### config.mk
export PLATFORM = sky130hd
export DESIGN_NAME = bflg_guard
export DESIGN_NICKNAME = d
export VERILOG_FILES = /design/src/bflg_pkg.sv /design/src/bflg_sync.sv /design/src/bflg_guard.sv
export SDC_FILE = /design/constraint.sdc
export NUM_CORES = 1
export LEC_CHECK = 0
export ABC_AREA = 1
export BUFFER_PORTS_ARGS = -buffer_cell sky130_fd_sc_hd__buf_2
export CORE_ASPECT_RATIO = 1.5
export CORE_MARGIN = 3
export CORE_UTILIZATION = 52
export DETAILED_ROUTE_END_ITERATION = 12
export PLACE_DENSITY = 0.85
export REMOVE_ABC_BUFFERS = 1
export SLEW_MARGIN = 40
export SYNTH_ARGS = -nofsm -noshare
export SYNTH_HDL_FRONTEND = slang
export SYNTH_HIERARCHICAL = 1
export SYNTH_SLANG_ARGS = --single-unit
### constraint.sdc
create_clock -name mclk -period 1.9 [get_ports mclk]
set_input_delay 0.38 -clock mclk [delete_from_list [all_inputs] [get_ports mclk]]
set_output_delay 0.38 -clock mclk [all_outputs]
set_load 0.1 [all_outputs]
### src/bflg_pkg.sv
// Constants, types and register map of the boot lock flash guard.
// Assumes a 32-bit AHB-Lite register bus and a 16-bit byte pointer into program flash.
package bflg_pkg;

	localparam int PTR_W = 16;
	localparam int WORD_W = 15;
	localparam int WIP_W = 5;
	localparam int PAGE_W = 10;

	// Register byte offsets.
	localparam logic [7:0] OFS_POINTER = 8'h00;
	localparam logic [7:0] OFS_CONTROL = 8'h04;
	localparam logic [7:0] OFS_GUARD = 8'h08;
	localparam logic [7:0] OFS_STATUS = 8'h0C;

	// Field positions.
	localparam int CTRL_OP_LSB = 0;
	localparam int CTRL_GUARD_LSB = 2;
	localparam int GUARD_FUSE_BIT = 0;
	localparam int GUARD_VEC_BIT = 1;
	localparam int GUARD_FIELD_LSB = 2;
	localparam int STAT_DONE_BIT = 16;
	localparam int STAT_SREF_BIT = 17;
	localparam int STAT_LREF_BIT = 18;
	localparam int STAT_IRQ_BIT = 19;

	// Bit order inside the four-bit guard field.
	localparam int GB_APP_WRITE = 0;
	localparam int GB_APP_READ = 1;
	localparam int GB_BOOT_WRITE = 2;
	localparam int GB_BOOT_READ = 3;

	// Reset values.
	localparam logic [3:0] GUARD_ERASED = 4'hF;
	localparam logic [15:0] POINTER_RST = 16'h0000;
	localparam logic [5:0] CONTROL_RST = 6'h3C;
	localparam logic [14:0] APP_RESET_ADDR = 15'h0000;
	localparam logic [14:0] BOOT_START_DEF = 15'h0C00;

	localparam logic [1:0] HTRANS_NONSEQ = 2'h2;
	localparam logic [2:0] HSIZE_WORD = 3'h2;

	typedef enum logic [1:0] {
		OP_FILL = 2'b00,
		OP_ERASE = 2'b01,
		OP_WRITE = 2'b10,
		OP_GUARD = 2'b11
	} bflg_op_type;

	typedef enum logic [0:0] {
		BUS_ADDR = 1'b0,
		BUS_WDATA = 1'b1
	} bflg_bus_type;

	typedef struct packed {
		logic valid;
		bflg_op_type op;
		logic [PAGE_W-1:0] page;
		logic [WIP_W-1:0] word;
		logic [3:0] guard;
	} bflg_flash_cmd_type;

	typedef struct packed {
		logic valid;
		logic [WORD_W-1:0] word;
		logic highByte;
	} bflg_flash_read_type;

endpackage

### src/bflg_sync.sv
// Two-stage synchroniser for pin levels entering the mclk domain.
// Assumes each bit is a slowly changing level; bits are not coherent with each other.
`timescale 1ns/1ps
module bflg_sync #(
	parameter int W = 1,
	parameter logic [W-1:0] RST = '0
) (
	input wire logic mclk,
	input wire logic rst_n,
	input wire logic [W-1:0] async,
	output logic [W-1:0] synced
);

	logic [W-1:0] stage1_reg;

	// First stage feeds only the second stage.
	always_ff @(posedge mclk) begin
		if (!rst_n) begin
			stage1_reg <= RST;
			synced <= RST;
		end else begin
			stage1_reg <= async;
			synced <= stage1_reg;
		end
	end

endmodule

### src/bflg_guard.sv
// Boot lock flash guard: checks store and load requests from the core against the guard bits.
// Assumes the core gives its executing word address and one-cycle request pulses on mclk;
// programmer pins are asynchronous levels; registers sit behind an AHB-Lite slave.
`timescale 1ns/1ps
module bflg_guard #(
	parameter logic [14:0] BOOT_START_WORD = bflg_pkg::BOOT_START_DEF
) (
	input wire logic mclk,
	input wire logic rst_n,
	input wire logic hsel,
	input wire logic [31:0] haddr,
	input wire logic [1:0] htrans,
	input wire logic hwrite,
	input wire logic [2:0] hsize,
	input wire logic [31:0] hwdata,
	input wire logic hready,
	output logic hreadyout,
	output logic [31:0] hrdata,
	output logic hresp,
	input wire logic [14:0] coreExecAddr,
	input wire logic coreStoreReq,
	input wire logic coreLoadReq,
	input wire logic coreVecInBoot,
	input wire logic fuseBootResetPin,
	input wire logic progChipErasePin,
	input wire logic progGuardStrobePin,
	input wire logic [3:0] progGuardDataPin,
	output bflg_pkg::bflg_flash_cmd_type flashCmd,
	output bflg_pkg::bflg_flash_read_type flashRead,
	output logic storeRefused,
	output logic loadRefused,
	output logic irqInhibit,
	output logic [14:0] resetVector
);

	// Elaboration checks: boot start must leave room for at least one application page and
	// sit on a page boundary, and the package widths must split the pointer exactly.
	if (BOOT_START_WORD == 15'h0000) begin
		$error("BOOT_START_WORD must be nonzero");
	end
	if (BOOT_START_WORD[bflg_pkg::WIP_W-1:0] != '0) begin
		$error("BOOT_START_WORD must be page aligned");
	end
	if (bflg_pkg::PAGE_W + bflg_pkg::WIP_W != bflg_pkg::WORD_W) begin
		$error("page and word fields must cover the word address");
	end
	if (bflg_pkg::WORD_W + 1 != bflg_pkg::PTR_W) begin
		$error("word address must be the byte pointer without its low bit");
	end

	logic [6:0] pinSync;
	logic fuseBootRst;
	logic chipErase;
	logic extProg;
	logic [3:0] extData;
	logic chipErasePrev_reg;
	logic extProgPrev_reg;
	logic chipEraseEdge;
	logic extProgEdge;

	bflg_sync #(
		.W(7),
		.RST(7'h7F)
	) u_pinSync (
		.mclk(mclk),
		.rst_n(rst_n),
		.async({fuseBootResetPin, progChipErasePin, progGuardStrobePin, progGuardDataPin}),
		.synced(pinSync)
	);

	// Split the synchronised pin group into its levels.
	assign fuseBootRst = pinSync[6];
	assign chipErase = pinSync[5];
	assign extProg = pinSync[4];
	assign extData = pinSync[3:0];

	// Edge detection looks only at the synchronised stage.
	always_ff @(posedge mclk) begin
		if (!rst_n) begin
			chipErasePrev_reg <= 1'b1;
			extProgPrev_reg <= 1'b1;
		end else begin
			chipErasePrev_reg <= chipErase;
			extProgPrev_reg <= extProg;
		end
	end

	// A rising level after synchronisation starts one chip erase or one guard programming.
	assign chipEraseEdge = chipErase && !chipErasePrev_reg;
	assign extProgEdge = extProg && !extProgPrev_reg;

	// Bus state and registers.
	bflg_pkg::bflg_bus_type bus_reg;
	bflg_pkg::bflg_bus_type bus_next;
	logic [7:0] wrAddr_reg;
	logic [15:0] pointer_reg;
	logic [5:0] control_reg;
	logic [3:0] guard_reg;
	logic [3:0] guard_next;
	logic [14:0] latched_reg;
	logic storeDone_reg;
	logic [31:0] readValue;
	logic accept;

	// A transfer is taken when selected, NONSEQ, whole word and the bus is ready.
	assign accept = hsel && hready && htrans == bflg_pkg::HTRANS_NONSEQ
		&& hsize == bflg_pkg::HSIZE_WORD;

	// A write holds the data phase for one wait cycle so a following read sees the new value.
	always_comb begin
		bus_next = bus_reg;
		case (bus_reg)
			bflg_pkg::BUS_ADDR: begin
				if (accept && hwrite) begin
					bus_next = bflg_pkg::BUS_WDATA;
				end
			end
			bflg_pkg::BUS_WDATA: begin
				bus_next = bflg_pkg::BUS_ADDR;
			end
			default: begin
				bus_next = bflg_pkg::BUS_ADDR;
			end
		endcase
	end

	// Bus state register.
	always_ff @(posedge mclk) begin
		if (!rst_n) begin
			bus_reg <= bflg_pkg::BUS_ADDR;
		end else begin
			bus_reg <= bus_next;
		end
	end

	// Write address is captured in the address phase and used in the data phase.
	always_ff @(posedge mclk) begin
		if (!rst_n) begin
			wrAddr_reg <= 8'h00;
		end else if (accept && hwrite) begin
			wrAddr_reg <= haddr[7:0];
		end
	end

	// Ready drops for the one write wait cycle; the response is always OKAY.
	always_ff @(posedge mclk) begin
		if (!rst_n) begin
			hreadyout <= 1'b1;
			hresp <= 1'b0;
		end else begin
			hreadyout <= (bus_next != bflg_pkg::BUS_WDATA);
			hresp <= 1'b0;
		end
	end

	// Software-written pointer; the CPU has no fuse path here.
	always_ff @(posedge mclk) begin
		if (!rst_n) begin
			pointer_reg <= bflg_pkg::POINTER_RST;
		end else if (bus_reg == bflg_pkg::BUS_WDATA && wrAddr_reg == bflg_pkg::OFS_POINTER) begin
			pointer_reg <= hwdata[15:0];
		end
	end

	// Control register: operation code and the guard value a guard-set store applies.
	always_ff @(posedge mclk) begin
		if (!rst_n) begin
			control_reg <= bflg_pkg::CONTROL_RST;
		end else if (bus_reg == bflg_pkg::BUS_WDATA && wrAddr_reg == bflg_pkg::OFS_CONTROL) begin
			control_reg <= hwdata[5:0];
		end
	end

	// Read data is registered in the address phase and stands in the data phase.
	always_comb begin
		readValue = 32'h00000000;
		case (haddr[7:0])
			bflg_pkg::OFS_POINTER: begin
				readValue[15:0] = pointer_reg;
			end
			bflg_pkg::OFS_CONTROL: begin
				readValue[5:0] = control_reg;
			end
			bflg_pkg::OFS_GUARD: begin
				readValue[bflg_pkg::GUARD_FIELD_LSB +: 4] = guard_reg;
				readValue[bflg_pkg::GUARD_FUSE_BIT] = fuseBootRst;
				readValue[bflg_pkg::GUARD_VEC_BIT] = coreVecInBoot;
			end
			bflg_pkg::OFS_STATUS: begin
				readValue[14:0] = latched_reg;
				readValue[bflg_pkg::STAT_DONE_BIT] = storeDone_reg;
				readValue[bflg_pkg::STAT_SREF_BIT] = storeRefused;
				readValue[bflg_pkg::STAT_LREF_BIT] = loadRefused;
				readValue[bflg_pkg::STAT_IRQ_BIT] = irqInhibit;
			end
			default: begin
				readValue = 32'h00000000;
			end
		endcase
	end

	// Read data is captured when a read address phase is taken and stands until the next one.
	always_ff @(posedge mclk) begin
		if (!rst_n) begin
			hrdata <= 32'h00000000;
		end else if (accept && !hwrite) begin
			hrdata <= readValue;
		end
	end

	// Section decode of the executing code and of the pointed target.
	logic [14:0] targetWord;
	logic execBoot;
	logic targetBoot;
	bflg_pkg::bflg_op_type ctrlOp;
	logic [3:0] ctrlGuard;
	logic targetWritable;
	logic storeOk;
	logic loadOk;

	assign targetWord = pointer_reg[15:1];
	assign execBoot = coreExecAddr >= BOOT_START_WORD;
	assign targetBoot = targetWord >= BOOT_START_WORD;
	assign ctrlOp = bflg_pkg::bflg_op_type'(control_reg[bflg_pkg::CTRL_OP_LSB +: 2]);
	assign ctrlGuard = control_reg[bflg_pkg::CTRL_GUARD_LSB +: 4];

	// A zero guard bit is active; the general lock modes are never consulted here.
	assign targetWritable = targetBoot ? guard_reg[bflg_pkg::GB_BOOT_WRITE]
		: guard_reg[bflg_pkg::GB_APP_WRITE];

	// Stores start only from boot code; the guard operation does not look at the pointer.
	assign storeOk = execBoot
		&& (ctrlOp == bflg_pkg::OP_GUARD || targetWritable);

	// Cross-section loads are refused while the target section's read guard is active.
	always_comb begin
		loadOk = 1'b1;
		if (targetBoot && !execBoot && !guard_reg[bflg_pkg::GB_BOOT_READ]) begin
			loadOk = 1'b0;
		end
		if (!targetBoot && execBoot && !guard_reg[bflg_pkg::GB_APP_READ]) begin
			loadOk = 1'b0;
		end
	end

	// Guard bits only move towards active, except that chip erase restores them all.
	always_comb begin
		guard_next = guard_reg;
		if (coreStoreReq && storeOk && ctrlOp == bflg_pkg::OP_GUARD) begin
			guard_next = guard_next & ctrlGuard;
		end
		if (extProgEdge) begin
			guard_next = guard_next & extData;
		end
		if (chipEraseEdge) begin
			guard_next = bflg_pkg::GUARD_ERASED;
		end
	end

	// Guard bits reset to erased because no non-volatile copy is kept here.
	always_ff @(posedge mclk) begin
		if (!rst_n) begin
			guard_reg <= bflg_pkg::GUARD_ERASED;
		end else begin
			guard_reg <= guard_next;
		end
	end

	// Accepted stores other than the guard operation latch page and word so later pointer writes cannot disturb them.
	always_ff @(posedge mclk) begin
		if (!rst_n) begin
			flashCmd <= '0;
		end else begin
			flashCmd.valid <= coreStoreReq && storeOk;
			if (coreStoreReq && storeOk) begin
				flashCmd.op <= ctrlOp;
				flashCmd.guard <= guard_next;
				if (ctrlOp != bflg_pkg::OP_GUARD) begin
					flashCmd.page <= targetWord[14:bflg_pkg::WIP_W];
					flashCmd.word <= targetWord[bflg_pkg::WIP_W-1:0];
				end
			end
		end
	end

	// The status copy of the started address is taken at the same moment.
	always_ff @(posedge mclk) begin
		if (!rst_n) begin
			latched_reg <= 15'h0000;
		end else if (coreStoreReq && storeOk && ctrlOp != bflg_pkg::OP_GUARD) begin
			latched_reg <= targetWord;
		end
	end

	// Outcome flags of the latest store stand until the next store request.
	always_ff @(posedge mclk) begin
		if (!rst_n) begin
			storeDone_reg <= 1'b0;
			storeRefused <= 1'b0;
		end else if (coreStoreReq) begin
			storeDone_reg <= storeOk;
			storeRefused <= !storeOk;
		end
	end

	// Loads go out byte-addressed; pointer bit zero selects the byte of the word.
	always_ff @(posedge mclk) begin
		if (!rst_n) begin
			flashRead <= '0;
		end else begin
			flashRead.valid <= coreLoadReq && loadOk;
			if (coreLoadReq) begin
				flashRead.word <= targetWord;
				flashRead.highByte <= pointer_reg[0];
			end
		end
	end

	// The load outcome stands until the next load request.
	always_ff @(posedge mclk) begin
		if (!rst_n) begin
			loadRefused <= 1'b0;
		end else if (coreLoadReq) begin
			loadRefused <= !loadOk;
		end
	end

	// Interrupts are held off while code runs in the section the vectors cannot reach.
	always_ff @(posedge mclk) begin
		if (!rst_n) begin
			irqInhibit <= 1'b0;
		end else begin
			irqInhibit <= (!guard_reg[bflg_pkg::GB_APP_READ] && coreVecInBoot && !execBoot)
				|| (!guard_reg[bflg_pkg::GB_BOOT_READ] && !coreVecInBoot && execBoot);
		end
	end

	// Reset vector follows the programmer-owned fuse only.
	always_ff @(posedge mclk) begin
		if (!rst_n) begin
			resetVector <= bflg_pkg::APP_RESET_ADDR;
		end else begin
			resetVector <= fuseBootRst ? bflg_pkg::APP_RESET_ADDR : BOOT_START_WORD;
		end
	end

endmodule

# Word-level counts from Yosys, hierarchy flattened
# Cells that the tools add are included.
# word_totals
ff_bits,145
inputBits,99
wordCells,89
# classes
magnitude_cmp,2
bitwise,4
n_eq_ne,8
n_mux,13
n_reduce_logical,37
# ops
op,n
"15-bit by 12-bit >= comparator with 1-bit output, second input constant",2
6-bit case mux with 4 select lines,1
1-bit logical AND,22
9-bit case mux with 2 select lines,1
"8-bit by 3-bit equality test with 1-bit output, second input constant",2
"8-bit by 4-bit equality test with 1-bit output, second input constant",2
8-bit zero test,2
4-bit 2-to-1 mux,4
12-bit 2-to-1 mux,1
1-bit zero test,10
4-bit AND,2
1-bit 2-to-1 mux,5
"2-bit equality test, second input constant",2
"3-bit by 2-bit equality test with 1-bit output, second input constant",1
1-bit logical OR,2
"2-bit != test, second input constant",1
1-bit inverter,2
1-bit case mux with 2 select lines,1
2-bit AND reduction,1

# Logic depth before layout (Yosys ltp)
# logic_depth
depth_word,10
ltp_mapped,10
depth_no_buf,9

# Hierarchy
# Netlist, hierarchy kept.
# modules_own_cells
mod,cells_per_inst,seq_area_each_um2,instances,area_per_inst_um2
bflg_guard,557,2042.0,1,4377.9
bflg_sync,43,280.3,1,396.6

# Worst setup path before layout
# Ideal clock, no wire load.
# synth_path
path_type,register to output
from,register resetVector[10] (netlist name)
to,output resetVector[11]
path_stages_with_launch,2
required_time_ps,1520
t_arrival_ps,1356
slack_ps,164
cell_sequence,dfxtp_1 buf_4
# synth_lines
element,line_no,rtl
to (decl),bflg_guard.sv:33,output logic [14:0] resetVector

# Worst setup path in the final report
# layout_path
from,register flashCmd[9] (netlist bit)
to,output flashCmd[9] (netlist bit)
# layout_lines
element,line_no,rtl
from (decl),bflg_guard.sv:28,"output bflg_pkg::bflg_flash_cmd_type flashCmd,"
# No word-level cell between the ends.

==> results.txt <==
Status: completed
Comb pwr share: 11.4%
Cells after DPL: 807
Post-CTS Hold Fix Bufs: 0
Post-DRT Antenna Nets: 0
Critical Path AT: 1.25 ns
Pwr dens: 1110 mW/mm^2
Family with the most delay on the worst path: buffers and inverters
CTS tree: done
Distinct cells, synth: 36
Yosys reg bits: 116
GRT Overall Usage: 24.0%
GRT overflow: 0
CTS Buf Count: 17
Via count: 4,368
RSZ-0062 raised after global routing: no
Top FF cell, synth: dfxtp_1
Top Ports: 190
Largest register by flop count: flashCmd
Fmax: 612 MHz
GPL Wtd Cong: 0.926
Clock Path Buffers: 2
Clock share of power: 50.7%
Final WL: 12,100 um
Crit start category: flip-flop
Mean Syn Cell Area: 7.96 sq um
Regs by FF count: flashCmd: 21 flops, hrdata: 20 flops, flashRead: 17 flops
CP Capture Type: output pin
Core area: 0.00888 sq mm
Fill count: 730
Setup_tns: 0 ns
Min Clock Period, post-route: 1.63 ns
Die Wd: 84.2 um
Post-synthesis async set-or-reset flop share: 0%
Root buf cell: clkbuf_16
Worst-Margin Slew: 0.513 ns
Kind of critical path: reg -> out
Sw Share: 26.1%
Later-pin clock latency in the skew report: 0.41 ns
Sequential share of the synthesized area: 48.6%
Number of flip-flops in the largest register: 21
Max-slew violations: 0
Final instance area: 0.00598 sq mm
Slew HR: 66.0%
Rows: 42
Routed length per instance: 14.4 um
Clock-pin slew on the worst setup and hold paths: 0.05 ns
Fin util: 67.3%
Ys Warns: 6
Number of gates resized after CTS: 0
CP Max Fanout: 3
Via density: 5.21
Initial antenna violation count: 0
Via count of the first global-routing pass: 4,207
Clock skew: 0.00490 ns
Initial DRC count: 267
First drt pass iteration count: 5
Die H: 123 um
Detailed-route DRC error count: 0
Part of the power in registers: 37.9%
CP required: 1.52 ns
# H-tree levels: 4
Die area: 0.0104 sq mm
Worst path cell trace: buf_2
Max-cap viol count: 0
Nets: 815
First-pass GRT wire length: 19,800 um
Largest net degree at the start of global routing: 68
Final period util: 85.9%
Lkg Pwr: 2.71 nW
Int Pwr: 4.89 mW
Post-Syn Instances: 600
Area leader, netlist: dfxtp_1
Non-Filler Instances: 839
Number of synthesized flops with an enable pin: 0
Synth-to-Final Area Change: 25.2%
Crit path max-delay cell type: buf_2
I/O Buffers: 113
Final HPWL DP: 8600 um
Maximum VDD drop: 0.000834 V
Slowest stage delay, CP: 0.45 ns
Final hold vios: 0
N_diodes: 0
Post-synth top cells: 116 x dfxtp_1, 102 x nand2_1, 67 x a21oi_1
Share of layout cells above drive strength 1: 28.7%
Worst Path Buf+Inv: 1
Final setup violation count: 0
CTS Sinks: 116
Psw: 1.72 mW
Post-placement cell area: 0.00535 sq mm
Synth top area cells: dfxtp_1 49%, nand2_1 8.0%, a21oi_1 7.0%
Worst min-delay path category: in -> reg
Starting Density: 53.8%
Synth top area share: 48.6%
Count leader, synth: dfxtp_1
Total setup buffers inserted after CTS: 0
Mapped cell area: 0.00477 sq mm
==> power groups by stage <==
stage | Combinational (mW) | Sequential, mW | Clock (mW)
2_1_floorplan | 0.351 | 2.78 | 0
3_3_place_gp | 0.742 | 2.56 | 0
3_5_place_dp | 0.749 | 2.56 | 0
5_1_grt | 0.789 | 2.51 | 3.50
6_report | 0.753 | 2.51 | 3.35
4_1_cts | 0.752 | 2.51 | 3.36
==> final timing paths <==
path                                         startpoint                 endpoint  slack [ns]  cells past startpoint
worst max register to register            wrAddr_reg[6]          pointer_reg[11]        0.32                      7
worst min register to register  u_pinSync/stage1_reg[0]      u_pinSync/synced[0]        0.39                      2
worst max-delay path                        flashCmd[9]              flashCmd[9]        0.27                      1
worst min-delay path                   fuseBootResetPin  u_pinSync/stage1_reg[6]        0.14                      3
==> cell usage in the layout, fill, tap and decap left out, types with 3 or more instances in the layout <==
| cell type | count |
|---|---|
| nor2_2 | 3 |
| o21ai_0 | 38 |
| nor2_1 | 15 |
| a21oi_2 | 10 |
| nor3_2 | 4 |
| nand3_2 | 4 |
| a21oi_1 | 67 |
| nand4_1 | 12 |
| inv_2 | 11 |
| o21ai_1 | 21 |
| buf_4 | 12 |
| nand3_1 | 57 |
| clkbuf_16 | 17 |
| inv_1 | 57 |
| clkbuf_8 | 3 |
| bufinv_16 | 4 |
| dfxtp_1 | 116 |
| buf_2 | 113 |
| nand2_2 | 12 |
| clkinv_2 | 5 |
| nand2_1 | 102 |
| conb_1 | 26 |
==> cell type report <==
class                      count  area (sq um)  area share [%]
clock buffer                  22           474            7.93
clock inverter                10           153            2.55
multi-input combinational    384          1930            32.2
timing repair buffer         127           696            11.6
sequential                   116          2320            38.9
inverter                      70           268            4.48
tap                          110           138            2.30
==> logic make-up after synthesis <==
group                  Yosys count  share of synthesized area, %
AO/OA/AOI/OAI                  139                          15.5
AND/OR/NAND/NOR                219                          22.8
buffers and inverters          125                          13.0
flip-flops                     116                          48.6
other                            1                        0.0785
==> stage by stage <==
stage / power, mW / hold slack (ns) / setup slack (ns)
after floorplan: 3.14 / 0.380 / -0.0332
after global placement: 3.30 / 0.385 / 0.291
after detailed placement: 3.31 / 0.386 / 0.217
after CTS: 6.62 / 0.131 / 0.260
after global routing: 6.80 / 0.136 / 0.194
final: 6.61 / 0.140 / 0.267
==> worst register-to-register path: cells and delay by family, from the launching register on <==
kind,cells,cell delay (ns)
buffers and inverters,2,0.32
flip-flops,1,0.29
AND/OR/NAND/NOR,3,0.59
AO/OA/AOI/OAI,2,0.25
==> routing by layer <==
| layer | vias to the layer above | part of all wire, % | global-route usage [%] | wire [um] |
|---|---|---|---|---|
| li1 | 2143 | - | - | - |
| met1 | 1992 | 39 | 27.1 | 4690 |
| met2 | 195 | 51 | 42.1 | 6140 |
| met3 | 38 | 7.2 | 6.00 | 866 |
| met4 | 0 | 3.2 | 11.7 | 388 |
| met5 | - | 0 | 0 | 0 |
Power figures use the tool's default switching activity.
